===== src/logic/psc_pkg.sv =====
package psc_pkg;
    // register map (word offsets chosen locally, byte address = offset)
    localparam logic [7:0] PSC_SETTINGS_OFS = 8'h00;
    localparam logic [7:0] PSC_STATUS_OFS = 8'h04;
    localparam logic [7:0] PSC_PROTECT_OFS = 8'h08;
    // settings field positions
    localparam int PSC_MEM_SLEEP_INHIBIT_BIT = 26;
    localparam int PSC_LOOPBACK_BIT = 25;
    localparam int PSC_INIT_LOCK_BIT = 24;
    localparam int PSC_PRIO2_LSB = 18;
    localparam int PSC_PRIO2_W = 3;
    localparam int PSC_PORT_BASED_BIT = 8;
    // reset values
    localparam logic [2:0] PSC_PRIO2_RST = 3'h1;
    localparam logic [31:0] PSC_PROTECT_RST = 32'h0000_0000;
    localparam logic [31:0] PSC_WRITABLE_MASK = 32'h071C_0100;
    // buffer pool
    localparam int PSC_NUM_BUFFERS = 8;
    localparam int PSC_FREE_W = 4;
    localparam int PSC_NUM_LANES = 4;
endpackage : psc_pkg


===== src/logic/psc_credit_gate.sv =====
// decides whether a priority 2 packet may go, from the free buffer count
module psc_credit_gate (
    // threshold code and state
    input wire logic [psc_pkg::PSC_PRIO2_W-1:0] threshold_i,
    input wire logic [psc_pkg::PSC_FREE_W-1:0] free_count_i,
    input wire logic single_lane_i,
    // decision
    output logic send_ok_o
);
    import psc_pkg::*;
    logic [PSC_FREE_W-1:0] need;
    // code k needs k+1 free buffers
    assign need = {1'b0, threshold_i} + 4'h1; // [RQ7]
    // only single-lane ports are gated by this threshold; others pass
    assign send_ok_o = !single_lane_i || (free_count_i >= need); // [RQ6] [RQ7]
endmodule // psc_credit_gate


===== src/logic/psc_top.sv =====
// Operation
// [RQ1] With the memory sleep inhibit bit clear memories sleep in shutdown, set keeps them awake.
// [RQ2] With the loopback bit set transmit data returns to the receive path before the serializer.
// [RQ3] While the init lock bit is clear, writes to otherwise read-only registers are accepted.
// [RQ4] Once the init lock bit is set, writes to read-only registers are ignored.
// [RQ5] Software normally sets the init lock bit once after reset, after configuring.
// [RQ6] Bits 20-18 set the free buffers needed to send priority 2, single-lane ports only.
// [RQ7] Code k lets a packet go only when at least k+1 of the eight buffers are free.
// [RQ8] The buffering bit selects priority buffers when clear, port buffers when set.
// [RQ9] Reserved bits 31-27 and 23-21 read as zero and ignore writes.
module psc_top (
    // clock and reset
    input wire logic CLK_I,
    input wire logic SYS_RST_I,
    // register port
    input wire logic [7:0] ADDR_I,
    input wire logic [31:0] WDATA_I,
    input wire logic WR_I,
    input wire logic RD_I,
    output logic [31:0] RDATA_O,
    // shutdown and memory sleep
    input wire logic SHUTDOWN_I,
    output logic MEM_SLEEP_O,
    // transmit and receive datapath
    input wire logic [31:0] TX_DATA_I,
    input wire logic TX_VALID_I,
    input wire logic [31:0] SERDES_RX_DATA_I,
    input wire logic SERDES_RX_VALID_I,
    output logic [31:0] SERDES_TX_DATA_O,
    output logic SERDES_TX_VALID_O,
    output logic [31:0] RX_DATA_O,
    output logic RX_VALID_O,
    // buffer credit
    input wire logic [psc_pkg::PSC_FREE_W-1:0] FREE_BUFFERS_I,
    input wire logic SINGLE_LANE_I,
    output logic PRIO2_SEND_OK_O,
    output logic PORT_BASED_O
);
    import psc_pkg::*;

    ////////////////////////////////////////////////////////////////////////
    // settings register state
    logic mem_sleep_inhibit_r;
    logic loopback_r;
    logic init_lock_r;
    logic [PSC_PRIO2_W-1:0] prio2_threshold_r;
    logic port_based_r;
    logic [31:0] protect_r;
    logic [31:0] settings_value;
    logic [31:0] rdata_nxt;
    logic prio2_ok;
    logic wr_settings;
    logic [31:0] status_value;
    logic any_free;

    assign wr_settings = WR_I && (ADDR_I == PSC_SETTINGS_OFS);

    ////////////////////////////////////////////////////////////////////////
    // settings fields, one process each; reserved bits have no storage, so a write
    // to them leaves nothing behind and they always read back as zero
    // memory sleep inhibit
    always_ff @(posedge CLK_I) begin
        if (SYS_RST_I) begin
            mem_sleep_inhibit_r <= 1'b0;
        end else if (wr_settings) begin // [RQ9]
            mem_sleep_inhibit_r <= WDATA_I[PSC_MEM_SLEEP_INHIBIT_BIT]; // [RQ1]
        end
    end

    // loopback select
    always_ff @(posedge CLK_I) begin
        if (SYS_RST_I) begin
            loopback_r <= 1'b0;
        end else if (wr_settings) begin // [RQ9]
            loopback_r <= WDATA_I[PSC_LOOPBACK_BIT]; // [RQ2]
        end
    end

    // init lock is sticky once set: only a reset reopens writes, so a stray
    // clearing write cannot unlock the read-only registers behind software's back
    always_ff @(posedge CLK_I) begin
        if (SYS_RST_I) begin
            init_lock_r <= 1'b0;
        end else if (wr_settings) begin // [RQ9]
            init_lock_r <= init_lock_r | WDATA_I[PSC_INIT_LOCK_BIT]; // [RQ4]
        end
    end

    // priority 2 credit threshold code; comes out of reset at code one
    always_ff @(posedge CLK_I) begin
        if (SYS_RST_I) begin
            prio2_threshold_r <= PSC_PRIO2_RST;
        end else if (wr_settings) begin // [RQ9]
            prio2_threshold_r <= WDATA_I[PSC_PRIO2_LSB +: PSC_PRIO2_W]; // [RQ6]
        end
    end

    // buffering mode for the single-lane buffer pool
    always_ff @(posedge CLK_I) begin
        if (SYS_RST_I) begin
            port_based_r <= 1'b0;
        end else if (wr_settings) begin // [RQ9]
            port_based_r <= WDATA_I[PSC_PORT_BASED_BIT]; // [RQ8]
        end
    end

    ////////////////////////////////////////////////////////////////////////
    // a read-only style register that is writable only during init
    always_ff @(posedge CLK_I) begin
        if (SYS_RST_I) begin
            protect_r <= PSC_PROTECT_RST;
        end else if (WR_I && (ADDR_I == PSC_PROTECT_OFS) && !init_lock_r) begin // [RQ3] [RQ4]
            protect_r <= WDATA_I;
        end
    end

    // reserved bits forced to zero on read
    always_comb begin
        settings_value = 32'h0000_0000; // [RQ9]
        settings_value[PSC_MEM_SLEEP_INHIBIT_BIT] = mem_sleep_inhibit_r;
        settings_value[PSC_LOOPBACK_BIT] = loopback_r;
        settings_value[PSC_INIT_LOCK_BIT] = init_lock_r;
        settings_value[PSC_PRIO2_LSB +: PSC_PRIO2_W] = prio2_threshold_r;
        settings_value[PSC_PORT_BASED_BIT] = port_based_r;
    end

    // status word: live pin levels beside the registered outputs; the any-free flag
    // looks at all count bits, since a full pool of eight has its low three bits clear
    assign any_free = (FREE_BUFFERS_I != '0);
    always_comb begin
        status_value = 32'h0000_0000;
        status_value[0] = SHUTDOWN_I;
        status_value[1] = SINGLE_LANE_I;
        status_value[2] = any_free;
        status_value[3] = PRIO2_SEND_OK_O; // [RQ7]
        status_value[4] = MEM_SLEEP_O; // [RQ1]
    end

    // read mux; unmapped addresses read zero
    always_comb begin
        rdata_nxt = 32'h0000_0000;
        case (ADDR_I)
            PSC_SETTINGS_OFS: rdata_nxt = settings_value;
            PSC_STATUS_OFS: rdata_nxt = status_value;
            PSC_PROTECT_OFS: rdata_nxt = protect_r;
            default: rdata_nxt = 32'h0000_0000;
        endcase
    end

    // read data stand for the one cycle after the strobe only; zero otherwise, so a
    // stale word can never be taken for a fresh answer
    always_ff @(posedge CLK_I) begin
        if (SYS_RST_I) begin
            RDATA_O <= 32'h0000_0000;
        end else if (RD_I) begin
            RDATA_O <= rdata_nxt;
        end else begin
            RDATA_O <= 32'h0000_0000;
        end
    end

    ////////////////////////////////////////////////////////////////////////
    // memory sleep: only during shutdown and only when not inhibited
    always_ff @(posedge CLK_I) begin
        if (SYS_RST_I) begin
            MEM_SLEEP_O <= 1'b0;
        end else begin
            MEM_SLEEP_O <= SHUTDOWN_I && !mem_sleep_inhibit_r; // [RQ1]
        end
    end

    ////////////////////////////////////////////////////////////////////////
    // serializer transmit side; it idles while looping back, so nothing leaves
    // on the link during a self test
    always_ff @(posedge CLK_I) begin
        if (SYS_RST_I) begin
            SERDES_TX_DATA_O <= 32'h0000_0000;
            SERDES_TX_VALID_O <= 1'b0;
        end else if (loopback_r) begin
            SERDES_TX_DATA_O <= 32'h0000_0000; // [RQ2]
            SERDES_TX_VALID_O <= 1'b0; // [RQ2]
        end else begin
            SERDES_TX_DATA_O <= TX_DATA_I;
            SERDES_TX_VALID_O <= TX_VALID_I;
        end
    end

    // receive side: transmit data turned round ahead of the serializer, or the
    // serializer's own receive data in normal operation
    always_ff @(posedge CLK_I) begin
        if (SYS_RST_I) begin
            RX_DATA_O <= 32'h0000_0000;
            RX_VALID_O <= 1'b0;
        end else if (loopback_r) begin
            RX_DATA_O <= TX_DATA_I; // [RQ2]
            RX_VALID_O <= TX_VALID_I; // [RQ2]
        end else begin
            RX_DATA_O <= SERDES_RX_DATA_I;
            RX_VALID_O <= SERDES_RX_VALID_I;
        end
    end

    ////////////////////////////////////////////////////////////////////////
    // credit threshold gate
    psc_credit_gate u_gate (
        .threshold_i(prio2_threshold_r),
        .free_count_i(FREE_BUFFERS_I),
        .single_lane_i(SINGLE_LANE_I),
        .send_ok_o(prio2_ok)
    );

    // send permission registered so the output comes straight from a flop
    always_ff @(posedge CLK_I) begin
        if (SYS_RST_I) begin
            PRIO2_SEND_OK_O <= 1'b0;
        end else begin
            PRIO2_SEND_OK_O <= prio2_ok; // [RQ6] [RQ7]
        end
    end

    // buffering mode shown on a pin for the buffer pool logic
    always_ff @(posedge CLK_I) begin
        if (SYS_RST_I) begin
            PORT_BASED_O <= 1'b0;
        end else begin
            PORT_BASED_O <= port_based_r; // [RQ8]
        end
    end
endmodule // psc_top


===== config.mk =====
export PLATFORM = sky130hd
export DESIGN_NAME = psc_top
export DESIGN_NICKNAME = d
export VERILOG_FILES = /design/src/logic/psc_pkg.sv /design/src/logic/psc_credit_gate.sv /design/src/logic/psc_top.sv
export SDC_FILE = /design/constraint.sdc
export NUM_CORES = 1
export LEC_CHECK = 0
export ABC_AREA = 1
export BUFFER_PORTS_ARGS = -buffer_cell sky130_fd_sc_hd__clkbuf_2
export CORE_MARGIN = 2
export CORE_UTILIZATION = 45
export CTS_CLUSTER_SIZE = 30
export DETAILED_ROUTE_END_ITERATION = 8
export HOLD_SLACK_MARGIN = 0.03
export PLACE_DENSITY = 0.77
export SKIP_LAST_GASP = 1
export SLEW_MARGIN = 20
export SYNTH_ARGS = -nofsm -noshare
export SYNTH_HDL_FRONTEND = slang
export SYNTH_SLANG_ARGS = --single-unit

===== constraint.sdc =====
create_clock -name CLK_I -period 1.6 [get_ports CLK_I]
set_clock_uncertainty 0.05 [all_clocks]
set_input_delay 0.32 -clock CLK_I [delete_from_list [all_inputs] [get_ports CLK_I]]
set_output_delay 0.32 -clock CLK_I [all_outputs]
set_load 0.01 [all_outputs]

# Word level (Yosys, flattened, before mapping)
# Cells that the tools add are included.
[word_totals]
ff_bits = 140
out_inout_bits = 101
word_cells = 35
inputBits = 116
[op_classes]
n_addsub = 1
bitwise_logic = 2
n_mux = 3
reduce_logical = 12
n_lt_le_gt_ge = 1
eq_ne = 2
[ops]
columns = ["cell", "n"]
rows = [
  ["$pmux 32 s3", 1],
  ["$mux 32", 1],
  ["$eq 8x3->1 const B", 1],
  ["$eq 8x4->1 const B", 1],
  ["$logic_not 8->1", 1],
  ["$add 3x1->4 const B", 1],
  ["$ge 4x4->1", 1],
  ["$logic_and 1x1->1", 4],
  ["$reduce_bool 4->1", 1],
  ["$reduce_or 2->1", 2],
  ["$logic_not 1->1", 3],
  ["$logic_or 1x1->1", 1],
  ["$mux 1", 1],
  ["$not 1->1", 1],
  ["$or 1x1->1", 1],
]

# Depth between registers and ports, before layout
[logic_depth]
depth_word = 3
ltp_mapped = 9
depth_no_buf = 9

# Hierarchy
# Synthesis repeated with hierarchy kept, for this count alone.
[hier_totals]
hier_cells = 637
area_unflattened_um2 = 4996.0
[modules_own_cells]
columns = ["mod", "cells_each", "instances", "seq_area_each_um2", "area_each_um2"]
rows = [
  ["psc_top", 615, 1, 2802.7, 4862.2],
  ["psc_credit_gate", 22, 1, 0.0, 133.9],
]

# Worst setup path after synthesis
# No wires, ideal clock.
[synth_path]
kind = "reg-to-reg"
start = "register prio2_threshold_r[0]"
end = "register PRIO2_SEND_OK_O"
period_less_slack_ps = 1426
setup_slack_ps = 174
stages_incl_launch_ff = 10
setup_ps = 109
arrival_time_ps = 1267
cell_sequence = "dfxtp_1 ha_1 inv_1 ha_1 inv_1 nor2_1 o21ai_0 nand4_1 nand2_1 inv_1"
[synth_via]
elab_chain_cells = 3
[synth_rtl]
columns = ["item", "line_no", "text"]
rows = [
  ["start, declared", "psc_top.sv:46", "logic [PSC_PRIO2_W-1:0] prio2_threshold_r;"],
  ["start signal, assigned", "psc_top.sv:94", "prio2_threshold_r <= WDATA_I[PSC_PRIO2_LSB +: PSC_PRIO2_W];"],
  ["$add 3x1->4", "psc_credit_gate.sv:13", "assign need = {1'b0, threshold_i} + 4'h1;"],
  ["$ge 4x4->1", "psc_credit_gate.sv:15", "assign send_ok_o = !single_lane_i || (free_count_i >= need);"],
  ["$logic_or 1x1->1", "psc_credit_gate.sv:15", ""],
  ["end signal, assigned", "psc_top.sv:217", "PRIO2_SEND_OK_O <= prio2_ok;"],
  ["end, declared", "psc_top.sv:36", "output logic PRIO2_SEND_OK_O,"],
]
# No other way between the ends.
# A chain may end at the register's enable or synchronous reset.

# Final worst setup path
[layout_path]
start = "register prio2_threshold_r[1]"
end = "register PRIO2_SEND_OK_O"
# The elaborated chain is that of the path after synthesis.

==> run_results.csv <==
group,metric,value,unit
hold_path,hold_path_class,"input port to flip-flop",
die,start_util,46.8,%
route,wirelength,14700,um
timing,worst_pin_slew,0.655,ns
power,comb_power_share,8.6,%
route,drt_pass1_iterations,7,
cts,clk_latency,0.49,ns
critical_path,rr_endpoint,"PRIO2_SEND_OK_O$_SDFF_PP0_",
timing,slew_headroom,56.3,%
route,wl_per_cell,14.0,um
place,place_area,6070,um2
critical_path,max_stage_delay,0.34,ns
die,rows,37,
power,peakVddDrop,0.00106,V
cts,cts-root-buf,"clkbuf_8",
yosys,synth_top_cells_by_count,"dfxtp_1, nor2_1, nand2_1, inv_1, a21oi_1",
critical_path,crit_arrival,1.83,ns
hold_path,whs_path_depth,3,
timing,finalCritPeriodShare,92.9,%
power,power_density,1080,nW/um2
finish,nFillCells,789,
power,internal-power,0.00606,W
timing,slew_violations,0,
place,io_buffers,216,
yosys,synth_area,4870,um2
die,die_h,108,um
critical_path,cp_data_required_time,1.95,ns
job,drv_cap,0,
route,drt_iter0_markers,340,
finish,finalInstanceArea,7470,um2
power,p_sw_share,24.7,%
power,pwr-share-seq,44.9,%
critical_path,endpoint_kind,"flip-flop",
cts,htree_levels,4,
power,p_leak,3.85,nW
grt,grt_pass1_wl,22700,um
place,dpl.hpwl,9100,um
timing,finalCriticalPeriod,1.49,ns
cts,cts_tree,"built",
cts,cts_buffers,17,
route,vias_per_cell,4.71,
grt,groute.usage.overall,24.9,%
critical_path,startpoint,"prio2_threshold_r[1]$_SDFFE_PP0P_",
cts,clk_path_buf_depth,2,
hold_path,holdPathEnd,"RX_DATA_O[1]$_SDFF_PP0_",
yosys,ys_warn_count,0,
finish,antennaDiodeCount,0,
critical_path,crit_top_cell,"inv_1",
critical_path,r2r_cells,9,
place,dp_slack,0.0745,ns
finish,nNetsFinal,1028,
timing,rsz0062_at_grt,"no",
route,drc,0,
timing,layout_setup_ws,0.113,ns
yosys,yosysMostFrequentCell,"dfxtp_1",
cts,clkTransAtPathRegs,0.07,ns
grt,grt.overflow.total,0,
place,dpl.cell_count,941,
cts,postCtsSetupRepairBufs,0,
timing,setup_tns,0,ns
yosys,synth-main-ff-cell,"dfxtp_1",
grt,antenna_found_initial,0,
power,clockPowerShare,46.5,%
critical_path,r2r-start,"prio2_threshold_r[1]$_SDFFE_PP0P_",
critical_path,start_kind,"flip-flop",
critical_path,cpLargestDelayFamily,"adder cells",
critical_path,path_buf_inv,3,
place,routabilityCongestion,0.791,
critical_path,crit_type,"flip-flop to flip-flop",
finish,layout-drive-gt1-share,29.0,%
yosys,yosysSeqAreaShare,57.5,%
yosys,synth_fp_nets,734,
finish,final_cells,1056,
die,io_pins,217,
yosys,synth_top_area_share,57.5,%
die,core_area,10400,um2
status,outcome,"complete, no violations",
timing,final_hold_viol_count,0,
yosys,synthCells,613,
yosys,yosys-top-cells-area,"dfxtp_1, nor2_1, nand2_1, inv_1, a21oi_1",
yosys,ys_types,24,
yosys,synthArstFlopShare,0,%
finish,syn_to_final_growth,53.2,%
cts,cts.sinks,140,
route,num_vias,4976,
hold_path,hp-start,"SERDES_RX_DATA_I[1]",
timing,setup_viol,0,
power,switchingPower,0.00198,W
yosys,synth_enable_flop_cells,0,
critical_path,slowest_stage,"dfxtp_1",
yosys,ys_seq_elements,140,
critical_path,crit_path_cell_trace,"ha_1 -> inv_1 -> ha_1 -> inv_1 -> nor2_1 -> o21ai_1 -> nand4_1 -> nand2_1 -> inv_1",
grt,grt_pass1_vias,4835,
route,ant_nets,0,
die,die_x,108,um
yosys,syn_area_per_cell,7.95,um2
yosys,yosys.area.top_type,"dfxtp_1",
die,dieArea,11700,um2
critical_path,crit_fanout,4,
timing,fmax,0.673,GHz
critical_path,r2r_slack,0.11,ns
grt,grt_max_degree,69,
worst max path at each step:
stage	end	slack (ns)	cells past startpoint
6_report	PRIO2_SEND_OK_O$_SDFF_PP0_	0.11	9
5_1_grt	PRIO2_SEND_OK_O$_SDFF_PP0_	0.01	9
4_1_cts	PRIO2_SEND_OK_O$_SDFF_PP0_	0.06	9
3_5_place_dp	PRIO2_SEND_OK_O$_SDFF_PP0_	0.07	9
3_3_place_gp	PRIO2_SEND_OK_O$_SDFF_PP0_	0.14	9
2_1_floorplan	PRIO2_SEND_OK_O$_SDFF_PP0_	0.17	9
registers in the layout, indices dropped and copies added (netlist names), 3 cells and up:
signal             count
SERDES_TX_DATA_O      32
protect_r             32
prio2_threshold_r      3
RDATA_O               32
RX_DATA_O             32
area by class of cell:
| cell class | instances | area (um2) | share of cell area [%] |
|---|---|---|---|
| Clock buffer | 17 | 414 | 5.55 |
| Clock inverter | 15 | 154 | 2.06 |
| Inverter | 86 | 324 | 4.34 |
| Multi-Input combinational cell | 353 | 1570 | 21.1 |
| Sequential cell | 140 | 2810 | 37.6 |
| Tap cell | 136 | 170 | 2.28 |
| Timing Repair Buffer | 309 | 2020 | 27.1 |
cell families (layout without fill, tap and decap cells):
logic type / count (synthesis) / after routing / synth area share [%]
compound gates: 83 / 83 / 8.60
xor+xnor: 1 / 1 / 0.180
fa+ha+maj: 5 / 5 / 1.28
buf+inv: 120 / 427 / 10.2
flops: 140 / 140 / 57.5
simple gates: 264 / 264 / 22.2
routing by layer:
metal  wire length (um)  vias up  share of wire (%)  GRT usage [%]
met5                  0        -                  0              0
met4                633        0                4.3           13.3
met3               1140       52                7.8           6.99
met2               7310      226                 50           43.4
met1               5660     2224                 38           27.5
li1                   -     2474                  -              -
power by group through the flow:
| stage | combinational [W] | clock, W | sequential (W) |
|---|---|---|---|
| floorplan | 0.000162 | 0 | 0.00373 |
| global placement | 0.000496 | 0 | 0.00368 |
| detailed placement | 0.000501 | 0 | 0.00369 |
| CTS | 0.000669 | 0.00382 | 0.00361 |
| global route | 0.000747 | 0.00398 | 0.00361 |
| finish | 0.000689 | 0.00374 | 0.00361 |
layout by cell type (no fill, tap or decap), types with 2 or more instances in the layout:
cell / Yosys / layout
nand2_1: 92 / 92
ha_1: 5 / 5
nor3_1: 22 / 22
a21oi_1: 48 / 48
inv_8: 0 / 3
o21ai_0: 34 / 33
clkbuf_2: 0 / 216
nor2_1: 120 / 120
nand3_1: 21 / 21
dfxtp_1: 140 / 138
buf_4: 1 / 7
buf_12: 0 / 3
nand3b_1: 5 / 5
inv_6: 0 / 6
dfxtp_2: 0 / 2
clkbuf_16: 0 / 16
inv_2: 2 / 3
clkinvlp_4: 0 / 5
dlygate4sd3_1: 0 / 83
inv_1: 82 / 82
worst register-to-register path, cell delays in order (launching register included):
cell	delay, ns
dfxtp_1	0.34
ha_1	0.28
inv_1	0.04
ha_1	0.28
inv_1	0.06
nor2_1	0.04
o21ai_1	0.12
nand4_1	0.09
nand2_1	0.06
inv_1	0.03
metrics by stage:
stage	hold slack [ns]	power (W)	util (%)
4_1_cts	0.0327	0.00809	71.7
6_report	0.0597	0.00804	71.7
2_1_floorplan	0.339	0.00389	-
5_1_grt	0.0529	0.00834	71.7
3_3_place_gp	0.379	0.00418	58.2
3_5_place_dp	0.385	0.00419	58.2
repair_timing:
action	in CTS	in global routing
endpoints found under the setup margin	0	1
endpoints found under the hold margin	98	0
resized for setup	0	2
hold buffers	83	0
No activity file was read; power rests on OpenSTA's default activity.
